**src/ppl_pkg.sv**
```systemverilog
// Package and the per-port line slice of the parallel I/O port block
// Summary of operation
// - Ports zero and one split into low and high bytes, each written separately.
// - Port three has fifteen lines; line fourteen is not built.
// - Port five is sixteen input-only lines with no output driver.
// - Ports two, three, four, six, seven, eight select open-drain per line.
// - Every pin is sampled into the input latch each state time.
// - Input lines: write updates latch only, read returns sampled pin.
// - Read-modify-write on input lines modifies the pin value into the latch.
// - Direction one enables the driver; read then returns the output latch.
// - Read-modify-write on output lines modifies the latch, changing the pin.
// - Threshold select is one bit per byte; sixteen-line ports two, three, five take two.
// - Direction and driver mode work the same for either threshold.
// - Input lines stay high impedance and ignore alternate outputs, except hardware-driven and auto-driven ones.
// - Alternate output is ANDed with the latch, except pulse-width and hardware-driven outputs.
// - Reset clears every direction bit so all lines start as inputs.
// - Output line with alternate input feeds the latch value to that input.
// - External bus lines switch direction by hardware, overriding the direction bit.
// - Some alternate outputs needed after reset drive without direction programming.
// - Port four can drive segment address bits sixteen to twenty-three.
// - Lines without an active alternate function stay general purpose I/O.
package ppl_pkg;
	localparam logic [3:0]  PORT_P0 = 4'h0;
	localparam logic [3:0]  PORT_P1 = 4'h1;
	localparam logic [3:0]  PORT_P2 = 4'h2;
	localparam logic [3:0]  PORT_P3 = 4'h3;
	localparam logic [3:0]  PORT_P4 = 4'h4;
	localparam logic [3:0]  PORT_P5 = 4'h5;
	localparam logic [3:0]  PORT_P6 = 4'h6;
	localparam logic [3:0]  PORT_P7 = 4'h7;
	localparam logic [3:0]  PORT_P8 = 4'h8;
	localparam logic [1:0]  KIND_DATA = 2'h0;
	localparam logic [1:0]  KIND_DIR  = 2'h1;
	localparam logic [1:0]  KIND_OD   = 2'h2;
	localparam logic [15:0] LATCH_RST = 16'h0000;
	localparam logic [15:0] DIR_RST   = 16'h0000;
	localparam logic [15:0] OD_RST    = 16'h0000;
	localparam logic [15:0] IMPL_ALL  = 16'hFFFF;
	localparam logic [15:0] IMPL_P3   = 16'hBFFF;
	localparam logic [15:0] AUTO_NONE = 16'h0000;
	localparam logic [15:0] AUTO_P3   = 16'h8000;
	localparam logic [15:0] PWM_NONE  = 16'h0000;
	localparam logic [15:0] PWM_P7    = 16'h000F;
	localparam logic [12:0] THRESH_RST = 13'h0000;
	localparam logic [15:0] RDATA_RST  = 16'h0000;
	typedef enum logic [1:0] {
		PPL_RMW_AND = 2'b00,
		PPL_RMW_OR  = 2'b01,
		PPL_RMW_XOR = 2'b10,
		PPL_RMW_MOV = 2'b11
	} ppl_rmw_t;
endpackage : ppl_pkg

`timescale 1ns/1ps
module ppl_port #(
	parameter int            W      = 16,
	parameter logic [15:0]   IMPL   = 16'hFFFF,
	parameter bit            OUT_EN = 1'b1,
	parameter bit            OD_EN  = 1'b1,
	parameter logic [15:0]   AUTO   = 16'h0000,
	parameter logic [15:0]   PWM    = 16'h0000
) (
	// Clock and reset
	input  wire logic            mclk,
	input  wire logic            rst,
	// Processor side
	input  wire logic            wr_en,
	input  wire logic            rmw_en,
	input  wire logic [1:0]      kind,
	input  wire logic [W-1:0]    mask,
	input  wire logic [W-1:0]    wdata,
	input  wire ppl_pkg::ppl_rmw_t op,
	output logic      [W-1:0]    rd_val,
	// Alternate function side
	input  wire logic [W-1:0]    alt_en,
	input  wire logic [W-1:0]    alt_out,
	input  wire logic [W-1:0]    hw_en,
	input  wire logic [W-1:0]    hw_dir,
	output logic      [W-1:0]    alt_in,
	// Pins
	input  wire logic [W-1:0]    pin_in,
	output logic      [W-1:0]    pin_out,
	output logic      [W-1:0]    pin_oe_n
);
	localparam logic [W-1:0] IMPL_W = IMPL[W-1:0];
	localparam logic [W-1:0] AUTO_W = AUTO[W-1:0];
	localparam logic [W-1:0] PWM_W  = PWM[W-1:0];
	localparam logic [W-1:0] DIR_OK = OUT_EN ? IMPL_W : '0;
	localparam logic [W-1:0] OD_OK  = (OUT_EN && OD_EN) ? IMPL_W : '0;

	logic [W-1:0] latch_reg;
	logic [W-1:0] dir_reg;
	logic [W-1:0] od_reg;
	logic [W-1:0] samp_reg;
	logic [W-1:0] rmw_val;
	logic [W-1:0] dir_eff;
	logic [W-1:0] drive_val;
	logic [W-1:0] wmask;
	logic [W-1:0] data_rd;

	assign wmask = mask & IMPL_W;
	// Data read picks latch for output lines, pin sample for input lines
	assign data_rd = (dir_reg & latch_reg) | (~dir_reg & samp_reg);
	// Reads return the register chosen by kind; no target reads zero
	assign rd_val = (kind == ppl_pkg::KIND_DIR) ? dir_reg
		: (kind == ppl_pkg::KIND_OD) ? od_reg
		: (kind == ppl_pkg::KIND_DATA) ? data_rd : '0;

	always_comb begin
		case (op)
			ppl_pkg::PPL_RMW_AND: rmw_val = data_rd & wdata;
			ppl_pkg::PPL_RMW_OR:  rmw_val = data_rd | wdata;
			ppl_pkg::PPL_RMW_XOR: rmw_val = data_rd ^ wdata;
			default:              rmw_val = wdata;
		endcase
	end

	// Hardware override, then auto-driven lines, then the software bit
	assign dir_eff = ((hw_en & hw_dir) | (~hw_en & (dir_reg | (AUTO_W & alt_en))))
		& DIR_OK;
	assign drive_val = (hw_en & alt_out)
		| (~hw_en & alt_en & PWM_W & alt_out)
		| (~hw_en & alt_en & ~PWM_W & alt_out & latch_reg)
		| (~hw_en & ~alt_en & latch_reg);

	always_ff @(posedge mclk or posedge rst) begin
		if (rst) begin
			samp_reg <= '0;
		end else begin
			samp_reg <= pin_in & IMPL_W;
		end
	end

	always_ff @(posedge mclk or posedge rst) begin
		if (rst) begin
			latch_reg <= ppl_pkg::LATCH_RST[W-1:0];
		end else if (kind == ppl_pkg::KIND_DATA && rmw_en) begin
			latch_reg <= (latch_reg & ~wmask) | (rmw_val & wmask);
		end else if (kind == ppl_pkg::KIND_DATA && wr_en) begin
			latch_reg <= (latch_reg & ~wmask) | (wdata & wmask);
		end
	end

	always_ff @(posedge mclk or posedge rst) begin
		if (rst) begin
			dir_reg <= ppl_pkg::DIR_RST[W-1:0];
		end else if (kind == ppl_pkg::KIND_DIR && wr_en) begin
			dir_reg <= (dir_reg & ~wmask) | (wdata & wmask & DIR_OK);
		end
	end

	always_ff @(posedge mclk or posedge rst) begin
		if (rst) begin
			od_reg <= ppl_pkg::OD_RST[W-1:0];
		end else if (kind == ppl_pkg::KIND_OD && wr_en) begin
			od_reg <= (od_reg & ~wmask) | (wdata & wmask & OD_OK);
		end
	end

	always_ff @(posedge mclk or posedge rst) begin
		if (rst) begin
			pin_out  <= '0;
			pin_oe_n <= '1;
			alt_in   <= '0;
		end else begin
			pin_out  <= drive_val & ~od_reg;
			pin_oe_n <= ~(dir_eff & (~od_reg | ~drive_val));
			alt_in   <= ((dir_reg & ~hw_en & latch_reg)
				| (~(dir_reg & ~hw_en) & samp_reg)) & IMPL_W;
		end
	end
endmodule : ppl_port

```
**src/ppl_top.sv**
```systemverilog
// Top level of the parallel I/O port block with all nine port groups
`timescale 1ns/1ps
module ppl_top (
	// Clock and reset
	input  wire logic        mclk,
	input  wire logic        rst,
	// Processor access
	input  wire logic [3:0]  acc_port,
	input  wire logic [1:0]  acc_kind,
	input  wire logic [1:0]  acc_be,
	input  wire logic        acc_wr,
	input  wire logic        acc_rd,
	input  wire logic        acc_rmw,
	input  wire ppl_pkg::ppl_rmw_t acc_op,
	input  wire logic [15:0] acc_wdata,
	output logic      [15:0] acc_rdata,
	output logic             acc_rvalid,
	// Input threshold selection
	input  wire logic [12:0] input_threshold_select,
	output logic      [12:0] pad_thresh_cmos,
	// Port 0
	input  wire logic [15:0] p0_in,
	output logic      [15:0] p0_out,
	output logic      [15:0] p0_oe_n,
	input  wire logic [15:0] p0_alt_en,
	input  wire logic [15:0] p0_alt_out,
	input  wire logic [15:0] p0_hw_en,
	input  wire logic [15:0] p0_hw_dir,
	output logic      [15:0] p0_alt_in,
	// Port 1
	input  wire logic [15:0] p1_in,
	output logic      [15:0] p1_out,
	output logic      [15:0] p1_oe_n,
	input  wire logic [15:0] p1_alt_en,
	input  wire logic [15:0] p1_alt_out,
	input  wire logic [15:0] p1_hw_en,
	input  wire logic [15:0] p1_hw_dir,
	output logic      [15:0] p1_alt_in,
	// Port 2
	input  wire logic [15:0] p2_in,
	output logic      [15:0] p2_out,
	output logic      [15:0] p2_oe_n,
	input  wire logic [15:0] p2_alt_en,
	input  wire logic [15:0] p2_alt_out,
	output logic      [15:0] p2_alt_in,
	// Port 3
	input  wire logic [15:0] p3_in,
	output logic      [15:0] p3_out,
	output logic      [15:0] p3_oe_n,
	input  wire logic [15:0] p3_alt_en,
	input  wire logic [15:0] p3_alt_out,
	output logic      [15:0] p3_alt_in,
	// Port 4 with segment address
	input  wire logic [7:0]  p4_in,
	output logic      [7:0]  p4_out,
	output logic      [7:0]  p4_oe_n,
	input  wire logic [7:0]  p4_alt_en,
	input  wire logic [7:0]  p4_alt_out,
	output logic      [7:0]  p4_alt_in,
	input  wire logic        seg_addr_en,
	input  wire logic [7:0]  seg_addr,
	// Port 5, input only
	input  wire logic [15:0] p5_in,
	output logic      [15:0] p5_alt_in,
	// Port 6
	input  wire logic [7:0]  p6_in,
	output logic      [7:0]  p6_out,
	output logic      [7:0]  p6_oe_n,
	input  wire logic [7:0]  p6_alt_en,
	input  wire logic [7:0]  p6_alt_out,
	output logic      [7:0]  p6_alt_in,
	// Port 7
	input  wire logic [7:0]  p7_in,
	output logic      [7:0]  p7_out,
	output logic      [7:0]  p7_oe_n,
	input  wire logic [7:0]  p7_alt_en,
	input  wire logic [7:0]  p7_alt_out,
	output logic      [7:0]  p7_alt_in,
	// Port 8
	input  wire logic [7:0]  p8_in,
	output logic      [7:0]  p8_out,
	output logic      [7:0]  p8_oe_n,
	input  wire logic [7:0]  p8_alt_en,
	input  wire logic [7:0]  p8_alt_out,
	output logic      [7:0]  p8_alt_in
);
	logic [15:0] mask16;
	logic [7:0]  mask8;
	logic [15:0] rd0;
	logic [15:0] rd1;
	logic [15:0] rd2;
	logic [15:0] rd3;
	logic [7:0]  rd4;
	logic [15:0] rd5;
	logic [7:0]  rd6;
	logic [7:0]  rd7;
	logic [7:0]  rd8;
	logic [15:0] rd_sel;
	logic [15:0] p5_out_nc;
	logic [15:0] p5_oe_nc;
	logic [8:0]  sel;

	// Byte enables give each byte half its own access
	assign mask16 = {{8{acc_be[1]}}, {8{acc_be[0]}}};
	assign mask8  = {8{acc_be[0]}};

	assign sel[0] = (acc_port == ppl_pkg::PORT_P0);
	assign sel[1] = (acc_port == ppl_pkg::PORT_P1);
	assign sel[2] = (acc_port == ppl_pkg::PORT_P2);
	assign sel[3] = (acc_port == ppl_pkg::PORT_P3);
	assign sel[4] = (acc_port == ppl_pkg::PORT_P4);
	assign sel[5] = (acc_port == ppl_pkg::PORT_P5);
	assign sel[6] = (acc_port == ppl_pkg::PORT_P6);
	assign sel[7] = (acc_port == ppl_pkg::PORT_P7);
	assign sel[8] = (acc_port == ppl_pkg::PORT_P8);

	// Ports 0 and 1: bus lines turn around under hardware control
	ppl_port #(.W(16), .IMPL(ppl_pkg::IMPL_ALL), .OUT_EN(1'b1), .OD_EN(1'b0),
		.AUTO(ppl_pkg::AUTO_NONE), .PWM(ppl_pkg::PWM_NONE)) u_p0 (
		.mclk(mclk), .rst(rst),
		.wr_en(acc_wr & sel[0]), .rmw_en(acc_rmw & sel[0]), .kind(acc_kind),
		.mask(mask16), .wdata(acc_wdata), .op(acc_op), .rd_val(rd0),
		.alt_en(p0_alt_en), .alt_out(p0_alt_out),
		.hw_en(p0_hw_en), .hw_dir(p0_hw_dir), .alt_in(p0_alt_in),
		.pin_in(p0_in), .pin_out(p0_out), .pin_oe_n(p0_oe_n)
	);

	ppl_port #(.W(16), .IMPL(ppl_pkg::IMPL_ALL), .OUT_EN(1'b1), .OD_EN(1'b0),
		.AUTO(ppl_pkg::AUTO_NONE), .PWM(ppl_pkg::PWM_NONE)) u_p1 (
		.mclk(mclk), .rst(rst),
		.wr_en(acc_wr & sel[1]), .rmw_en(acc_rmw & sel[1]), .kind(acc_kind),
		.mask(mask16), .wdata(acc_wdata), .op(acc_op), .rd_val(rd1),
		.alt_en(p1_alt_en), .alt_out(p1_alt_out),
		.hw_en(p1_hw_en), .hw_dir(p1_hw_dir), .alt_in(p1_alt_in),
		.pin_in(p1_in), .pin_out(p1_out), .pin_oe_n(p1_oe_n)
	);

	ppl_port #(.W(16), .IMPL(ppl_pkg::IMPL_ALL), .OUT_EN(1'b1), .OD_EN(1'b1),
		.AUTO(ppl_pkg::AUTO_NONE), .PWM(ppl_pkg::PWM_NONE)) u_p2 (
		.mclk(mclk), .rst(rst),
		.wr_en(acc_wr & sel[2]), .rmw_en(acc_rmw & sel[2]), .kind(acc_kind),
		.mask(mask16), .wdata(acc_wdata), .op(acc_op), .rd_val(rd2),
		.alt_en(p2_alt_en), .alt_out(p2_alt_out),
		.hw_en(16'h0000), .hw_dir(16'h0000), .alt_in(p2_alt_in),
		.pin_in(p2_in), .pin_out(p2_out), .pin_oe_n(p2_oe_n)
	);

	// Port 3: line 14 absent, top line drives on its own once enabled
	ppl_port #(.W(16), .IMPL(ppl_pkg::IMPL_P3), .OUT_EN(1'b1), .OD_EN(1'b1),
		.AUTO(ppl_pkg::AUTO_P3), .PWM(ppl_pkg::PWM_NONE)) u_p3 (
		.mclk(mclk), .rst(rst),
		.wr_en(acc_wr & sel[3]), .rmw_en(acc_rmw & sel[3]), .kind(acc_kind),
		.mask(mask16), .wdata(acc_wdata), .op(acc_op), .rd_val(rd3),
		.alt_en(p3_alt_en), .alt_out(p3_alt_out),
		.hw_en(16'h0000), .hw_dir(16'h0000), .alt_in(p3_alt_in),
		.pin_in(p3_in), .pin_out(p3_out), .pin_oe_n(p3_oe_n)
	);

	// Port 4: segment address takes over all eight lines
	ppl_port #(.W(8), .IMPL(ppl_pkg::IMPL_ALL), .OUT_EN(1'b1), .OD_EN(1'b1),
		.AUTO(ppl_pkg::AUTO_NONE), .PWM(ppl_pkg::PWM_NONE)) u_p4 (
		.mclk(mclk), .rst(rst),
		.wr_en(acc_wr & sel[4]), .rmw_en(acc_rmw & sel[4]), .kind(acc_kind),
		.mask(mask8), .wdata(acc_wdata[7:0]), .op(acc_op), .rd_val(rd4),
		.alt_en(p4_alt_en),
		.alt_out(seg_addr_en ? seg_addr : p4_alt_out),
		.hw_en({8{seg_addr_en}}), .hw_dir(8'hFF), .alt_in(p4_alt_in),
		.pin_in(p4_in), .pin_out(p4_out), .pin_oe_n(p4_oe_n)
	);

	// Port 5 has no driver; its pin outputs are left unused
	ppl_port #(.W(16), .IMPL(ppl_pkg::IMPL_ALL), .OUT_EN(1'b0), .OD_EN(1'b0),
		.AUTO(ppl_pkg::AUTO_NONE), .PWM(ppl_pkg::PWM_NONE)) u_p5 (
		.mclk(mclk), .rst(rst),
		.wr_en(acc_wr & sel[5]), .rmw_en(acc_rmw & sel[5]), .kind(acc_kind),
		.mask(mask16), .wdata(acc_wdata), .op(acc_op), .rd_val(rd5),
		.alt_en(16'h0000), .alt_out(16'h0000),
		.hw_en(16'h0000), .hw_dir(16'h0000), .alt_in(p5_alt_in),
		.pin_in(p5_in), .pin_out(p5_out_nc), .pin_oe_n(p5_oe_nc)
	);

	ppl_port #(.W(8), .IMPL(ppl_pkg::IMPL_ALL), .OUT_EN(1'b1), .OD_EN(1'b1),
		.AUTO(ppl_pkg::AUTO_NONE), .PWM(ppl_pkg::PWM_NONE)) u_p6 (
		.mclk(mclk), .rst(rst),
		.wr_en(acc_wr & sel[6]), .rmw_en(acc_rmw & sel[6]), .kind(acc_kind),
		.mask(mask8), .wdata(acc_wdata[7:0]), .op(acc_op), .rd_val(rd6),
		.alt_en(p6_alt_en), .alt_out(p6_alt_out),
		.hw_en(8'h00), .hw_dir(8'h00), .alt_in(p6_alt_in),
		.pin_in(p6_in), .pin_out(p6_out), .pin_oe_n(p6_oe_n)
	);

	// Port 7: low four lines carry pulse-width outputs, not ANDed
	ppl_port #(.W(8), .IMPL(ppl_pkg::IMPL_ALL), .OUT_EN(1'b1), .OD_EN(1'b1),
		.AUTO(ppl_pkg::AUTO_NONE), .PWM(ppl_pkg::PWM_P7)) u_p7 (
		.mclk(mclk), .rst(rst),
		.wr_en(acc_wr & sel[7]), .rmw_en(acc_rmw & sel[7]), .kind(acc_kind),
		.mask(mask8), .wdata(acc_wdata[7:0]), .op(acc_op), .rd_val(rd7),
		.alt_en(p7_alt_en), .alt_out(p7_alt_out),
		.hw_en(8'h00), .hw_dir(8'h00), .alt_in(p7_alt_in),
		.pin_in(p7_in), .pin_out(p7_out), .pin_oe_n(p7_oe_n)
	);

	ppl_port #(.W(8), .IMPL(ppl_pkg::IMPL_ALL), .OUT_EN(1'b1), .OD_EN(1'b1),
		.AUTO(ppl_pkg::AUTO_NONE), .PWM(ppl_pkg::PWM_NONE)) u_p8 (
		.mclk(mclk), .rst(rst),
		.wr_en(acc_wr & sel[8]), .rmw_en(acc_rmw & sel[8]), .kind(acc_kind),
		.mask(mask8), .wdata(acc_wdata[7:0]), .op(acc_op), .rd_val(rd8),
		.alt_en(p8_alt_en), .alt_out(p8_alt_out),
		.hw_en(8'h00), .hw_dir(8'h00), .alt_in(p8_alt_in),
		.pin_in(p8_in), .pin_out(p8_out), .pin_oe_n(p8_oe_n)
	);

	// Read mux; unknown ports read zero, disabled byte lanes read zero
	always_comb begin
		case (acc_port)
			ppl_pkg::PORT_P0: rd_sel = rd0;
			ppl_pkg::PORT_P1: rd_sel = rd1;
			ppl_pkg::PORT_P2: rd_sel = rd2;
			ppl_pkg::PORT_P3: rd_sel = rd3;
			ppl_pkg::PORT_P4: rd_sel = {8'h00, rd4};
			ppl_pkg::PORT_P5: rd_sel = rd5;
			ppl_pkg::PORT_P6: rd_sel = {8'h00, rd6};
			ppl_pkg::PORT_P7: rd_sel = {8'h00, rd7};
			ppl_pkg::PORT_P8: rd_sel = {8'h00, rd8};
			default:          rd_sel = 16'h0000;
		endcase
	end

	// Read data shows the value before any same-cycle modify
	always_ff @(posedge mclk or posedge rst) begin
		if (rst) begin
			acc_rdata  <= ppl_pkg::RDATA_RST;
			acc_rvalid <= 1'b0;
		end else begin
			acc_rvalid <= acc_rd | acc_rmw;
			if (acc_rd | acc_rmw) begin
				acc_rdata <= rd_sel & mask16;
			end
		end
	end

	// Threshold bits go to the pads only; logic is unaffected by them
	always_ff @(posedge mclk or posedge rst) begin
		if (rst) begin
			pad_thresh_cmos <= ppl_pkg::THRESH_RST;
		end else begin
			pad_thresh_cmos <= input_threshold_select;
		end
	end
endmodule : ppl_top

```
**config.mk**
```make
export PLATFORM = sky130hd
export DESIGN_NAME = ppl_top
export DESIGN_NICKNAME = d
export VERILOG_FILES = /design/src/ppl_pkg.sv /design/src/ppl_top.sv
export SDC_FILE = /design/constraint.sdc
export NUM_CORES = 2
export LEC_CHECK = 0
export ABC_AREA = 0
export BUFFER_PORTS_ARGS = -buffer_cell sky130_fd_sc_hd__buf_4
export CAP_MARGIN = 25
export CORE_AREA = 3 3 290 292
export DETAILED_ROUTE_END_ITERATION = 6
export DIE_AREA = 0 0 293 295
export PLACE_DENSITY_LB_ADDON = 0.15
export SETUP_SLACK_MARGIN = 0.05
export SLEW_MARGIN = 20
export SYNTH_ARGS = -nofsm -noshare
export SYNTH_HDL_FRONTEND = slang
export SYNTH_SLANG_ARGS = --single-unit
```
**constraint.sdc**
```tcl
create_clock -name mclk -period 27.1 [get_ports mclk]
set_input_delay 0 -clock mclk [delete_from_list [all_inputs] [get_ports mclk]]
set_output_delay 0 -clock mclk [all_outputs]
set_load 0.1 [all_outputs]
```
== After elaboration in Yosys (flattened, before gate mapping) ==
Cells that the tools add are included.
W data, S select, Z words.

* Output and inout port bits: 334
* Bits in registers: 780
* Input bits: 421

* Reduce and logical (&&, ||, !) cells: 48
* Multiplexer cells: 56
* Eq/ne operators: 12
* Bitwise gates (word level): 283

{| class="wikitable"
|+ Operators by type and width
! operator !! count
|-
| $and A16 B16 Y16 || 72
|-
| $or A16 B16 Y16 || 41
|-
| $and A8 B8 Y8 || 55
|-
| $not A16 Y16 || 27
|-
| $mux W16 || 25
|-
| $or A8 B8 Y8 || 36
|-
| $pmux W16 S3 || 5
|-
| $not A8 Y8 || 23
|-
| $mux W8 || 21
|-
| $pmux W16 S9 || 1
|-
| $pmux W8 S3 || 4
|-
| $xor A16 B16 Y16 || 5
|-
| $logic_and A1 B1 Y1 || 36
|-
| $xor A8 B8 Y8 || 4
|-
| $and A1 B1 Y1 || 18
|-
| $reduce_bool A2 Y1 || 9
|-
| $eq A4 B3 Y1 const B || 4
|-
| $and A4 B8 Y8 || 1
|-
| $eq A4 B2 Y1 const B || 2
|-
| $eq A2 B1 Y1 const B || 2
|-
| $eq A2 B2 Y1 const B || 2
|-
| $eq A4 B1 Y1 const B || 1
|-
| $eq A4 B4 Y1 const B || 1
|-
| $logic_not A2 Y1 || 2
|-
| 2 further kinds || 2
|}

== Longest topological paths before layout ==
* Word-level depth: 10
* Gate-level depth with buffers: 10
* Depth with buffers taken out: 10

== Cells and area by module ==
From an unflattened synthesis, not the netlist that was laid out.

* Cells, all modules: 4413
* Area, all modules: 42385.7 sq um

{| class="wikitable"
|+ By module, submodules not included
! module !! times used !! cells an instance !! area an instance (sq um) !! seq. area each (sq um)
|-
| ppl_port at u_p0 ... || 2 || 613 || 5750.5 || 2822.7
|-
| ppl_port at u_p4 ... || 2 || 304 || 2997.9 || 1411.4
|-
| ppl_port at u_p2 || 1 || 629 || 5895.7 || 2822.7
|-
| ppl_port at u_p3 || 1 || 568 || 5672.9 || 2671.3
|-
| ppl_port at u_p5 || 1 || 555 || 5148.7 || 2402.3
|-
| ppl_port at u_p7 || 1 || 295 || 3012.9 || 1411.4
|-
| ppl_port at u_p8 || 1 || 303 || 2991.6 || 1411.4
|-
| ppl_top || 1 || 229 || 2167.1 || 750.7
|}

== Least setup slack after synthesis ==
OpenSTA, ideal clock, no wires.

* Path type: in2reg
* Start point: in acc_wdata[1]
* End point: reg u_p3.latch_reg[1]
* Slack: 25.368 ns
* Required time: 26.968 ns
* Stages on the path: 7
* Arrival: 1.599 ns
* Cell sequence: clkbuf_1 > clkbuf_1 > inv_1 > ha_1 > mux4_2 > mux2i_1 > o21ai_0

* Cells in the longest elaborated chain, start to end: 5
* Elaborated cells on any way between the ends: 10
* Classes of those cells: mux (3); bitwise (7)

{| class="wikitable"
|+ RTL lines
! item !! RTL line !! RTL
|-
| start, declared || ppl_top.sv:15 || <nowiki>input wire logic [15:0] acc_wdata,</nowiki>
|-
| $xor A16 B16 Y16 (tied with other cells) || ppl_pkg.sv:113 || <nowiki>ppl_pkg::PPL_RMW_XOR: rmw_val = data_rd ^ wdata;</nowiki>
|-
| $pmux W16 S3 || ppl_pkg.sv:110 || <nowiki>case (op)</nowiki>
|-
| $and A16 B16 Y16 || ppl_pkg.sv:138 || <nowiki>latch_reg <= (latch_reg & ~wmask) | (rmw_val & wmask);</nowiki>
|-
| $or A16 B16 Y16 || ppl_pkg.sv:138 ||
|-
| $mux W16 * || ppl_pkg.sv:137 || <nowiki>end else if (kind == ppl_pkg::KIND_DATA && rmw_en) begin</nowiki>
|-
| end signal, assigned || ppl_pkg.sv:136 || <nowiki>latch_reg <= ppl_pkg::LATCH_RST[W-1:0];</nowiki>
|-
| end signal, assigned || ppl_pkg.sv:138 ||
|-
| end signal, assigned || ppl_pkg.sv:140 || <nowiki>latch_reg <= (latch_reg & ~wmask) | (wdata & wmask);</nowiki>
|-
| end, declared || ppl_pkg.sv:91 || <nowiki>logic [W-1:0] latch_reg;</nowiki>
|}

Every way passes the cells marked *; elsewhere a longest branch is shown, timed or not. The select of a mux whose other input is x is not followed.
A chain may end at the register's enable or synchronous reset.

==> impl_metrics.json <==
{
  "status": "completed",
  "swShare_pct": 32.7,
  "start_kind": "primary input",
  "grt_pass1_vias": 34505,
  "max_slew_margin_pct": 26.7,
  "drv_slew": 0,
  "tightest_slew_ns": 1.10,
  "synth_cell_type_count": 67,
  "power.internal_mw": 2.29,
  "synthXorXnorAreaFrac_pct": 0,
  "min_period_ns": 3.16,
  "clock_power_share_pct": 37.2,
  "drc_errors": 0,
  "ant_nets": 0,
  "postCtsSetupBuffers": 0,
  "hold_path_class": "primary input to flip-flop",
  "post-place-cells": 5367,
  "std_cell_rows": 105,
  "final_cells": 6077,
  "cp_slowest_cell": "buf_4",
  "crit_top_cell": "buf_4",
  "ys_warn_count": 0,
  "synth_compound_area_share_pct": 16.8,
  "required_ns": 27.77,
  "initial_core_util_pct": 45.9,
  "drive_gt1_share_pct": 25.0,
  "finish.utilization_pct": 64.5,
  "cap_violations": 0,
  "p_sw_mw": 1.11,
  "cpPeakStageDelay_ns": 0.83,
  "io_buffers": 748,
  "seqPwrFrac_pct": 39.9,
  "viasPerCell": 5.68,
  "synth_edf_count": 0,
  "wl_per_cell_um": 25.3,
  "first_iter_violations": 2818,
  "dr.pass1.iters": 7,
  "synth_ff_type": "dfrtp_1",
  "async_flop_share_pct": 100,
  "gp_congestion": 0.887,
  "yosys.area_share.adder_pct": 7.40,
  "cp.arrival_ns": 3.83,
  "root_buffer": "clkbuf_16",
  "p_total_mw": 3.40,
  "crit_fanout": 153,
  "cp-end-kind": "asynchronous set/reset pin",
  "overflow": 0,
  "fin_skew_ns": 0.0274,
  "grt_antenna_before_repair": 16,
  "syn2layout_area_growth_pct": 40.7,
  "ir_drop_mv": 0.0635,
  "clock-sinks": 775,
  "synth_cells": 3677,
  "p_leak_nw": 24.9,
  "fp.dieH_um": 295,
  "grt_max_degree": 154,
  "path_clk_slew_ns": 0.06,
  "layout_commonest_cell": "buf_4",
  "cts_resized": 0,
  "finalHoldViolCount": 0,
  "drt-total-wl_mm": 154,
  "pwr-share-comb_pct": 23.0,
  "cts_buffers": 84,
  "die-area_um2": 86400,
  "crit_chain": "dlygate4sd3_1, buf_4, inv_8, buf_12, buf_4, buf_4",
  "synth_seq_cells": 775,
  "ioPinCount": 755,
  "grt_pass1_wl_mm": 223,
  "finalCritPeriodShare_pct": 11.7,
  "power_density_nw_per_um2": 64.3,
  "rsz0062_at_grt": "no",
  "seq_area_frac_synth_pct": 52.0,
  "insertion_delay_ns": 0.65,
  "clock.fmax_mhz": 316,
  "muxShareOfSynthArea_pct": 8.07,
  "ctsHoldBuffers": 537,
  "synthSimpleGateAreaFrac_pct": 10.6,
  "final_cell_mix": "buf_4 (793), dfrtp_1 (680), dlygate4sd3_1 (537), o21ai_0 (414), nor2_1 (336)",
  "finalSetupViolations": 0,
  "fin_setup_tns_ns": 0,
  "synth.avg_cell_area_um2": 10.2,
  "place.detailed.hpwl_mm": 104,
  "die_w_um": 293,
  "worstSetupPathType": "primary input to asynchronous set/reset pin",
  "synth_top_family_by_area": "compound AO/OA/AOI/OAI gates",
  "synth_area_um2": 37500,
  "h-tree-depth": 3,
  "core_area_um2": 81800,
  "cts_buffer_depth": 3,
  "layout.nets": 5567,
  "gr-usage-all-layers_pct": 34.7,
  "vias": 34489,
  "tritoncts": "built"
}
kinds of logic (layout without fill, tap and decap cells):
group,count (synthesis),after routing
buffers and inverters,490,1807
AND/OR/NAND/NOR,865,865
AO/OA/AOI/OAI,1040,1040
flip-flops,775,775
other,2,15
multiplexers,283,283
adder cells (fa/ha/maj),222,222
cell usage after synthesis, drive strengths merged (28+ instances only):
library cell	n	area (um^2)
nand2b	36	225
a22o	85	744
mux2	146	1640
ha	222	2780
mux2i	136	1360
dfrtp	680	17000
a22oi	28	210
o21ai	448	2240
a21o	34	255
inv	311	1170
nor2b	71	444
o22ai	59	369
nor2	355	1380
buf	51	255
nand2	287	1080
clkbuf	128	480
a21oi	205	1030
a211oi	81	608
dfstp	95	2500
worst max-delay path, delay by kind of cell:
kind,cells,cell delay [ns]
buffers and inverters,6,3.53
per-layer routing:
layer / part of all wire [%] / global-route usage [%] / vias up / routed length [um]
met5: 0.036 / 0 / - / 56
met4: 6.3 / 19.0 / 8 / 9690
met3: 7.2 / 6.30 / 458 / 11000
met2: 48 / 57.7 / 1579 / 73400
met1: 39 / 43.2 / 17239 / 59800
li1: - / - / 15205 / -
area by class of cell:
cell class | count | area [um^2]
Antenna cell | 12 | 30.0
Fill cell | 6460 | 29000
Inverter | 311 | 1170
Tap cell | 1070 | 1340
Clock buffer | 123 | 2530
Timing Repair Buffer | 1339 | 11500
Multi-Input combinational cell | 2413 | 16200
Sequential cell | 775 | 19500
Clock inverter | 34 | 510
power groups by stage:
stage / Combinational [mW] / Sequential [mW] / Clock, mW
after floorplan: 0.228 / 1.59 / 0
after global placement: 0.682 / 1.37 / 0
after detailed placement: 0.692 / 1.37 / 0
after CTS: 0.772 / 1.35 / 1.28
after global routing: 0.827 / 1.36 / 1.32
final: 0.781 / 1.35 / 1.26
through the flow:
step	setup slack (ns)	area [um^2]	hold slack, ns
2_1_floorplan	5.50	37500	0.0314
3_3_place_gp	23.28	44200	0.110
3_5_place_dp	23.28	44300	0.111
4_1_cts	23.40	52700	0.000631
5_1_grt	23.46	52800	0.00226
6_report	23.94	52800	0.0122
worst paths after layout:
kind                              startpoint                 end  slack (ns)  cells past startpoint
setup reg to reg           u_p4.latch_reg[3]     u_p4.pin_out[3]       24.43                      7
hold / removal                     p1_in[11]   u_p1.samp_reg[11]        0.01                      2
hold reg to reg               u_p1.od_reg[1]     u_p1.pin_out[1]        0.42                      1
max in group mclk                acc_kind[0]   u_p2.latch_reg[9]       23.96                      7
setup / recovery                         rst    u_p0.pin_out[15]       23.94                      6
min in group asynchronous                rst  pad_thresh_cmos[1]        0.10                      3
Power figures use the tool's default switching activity.
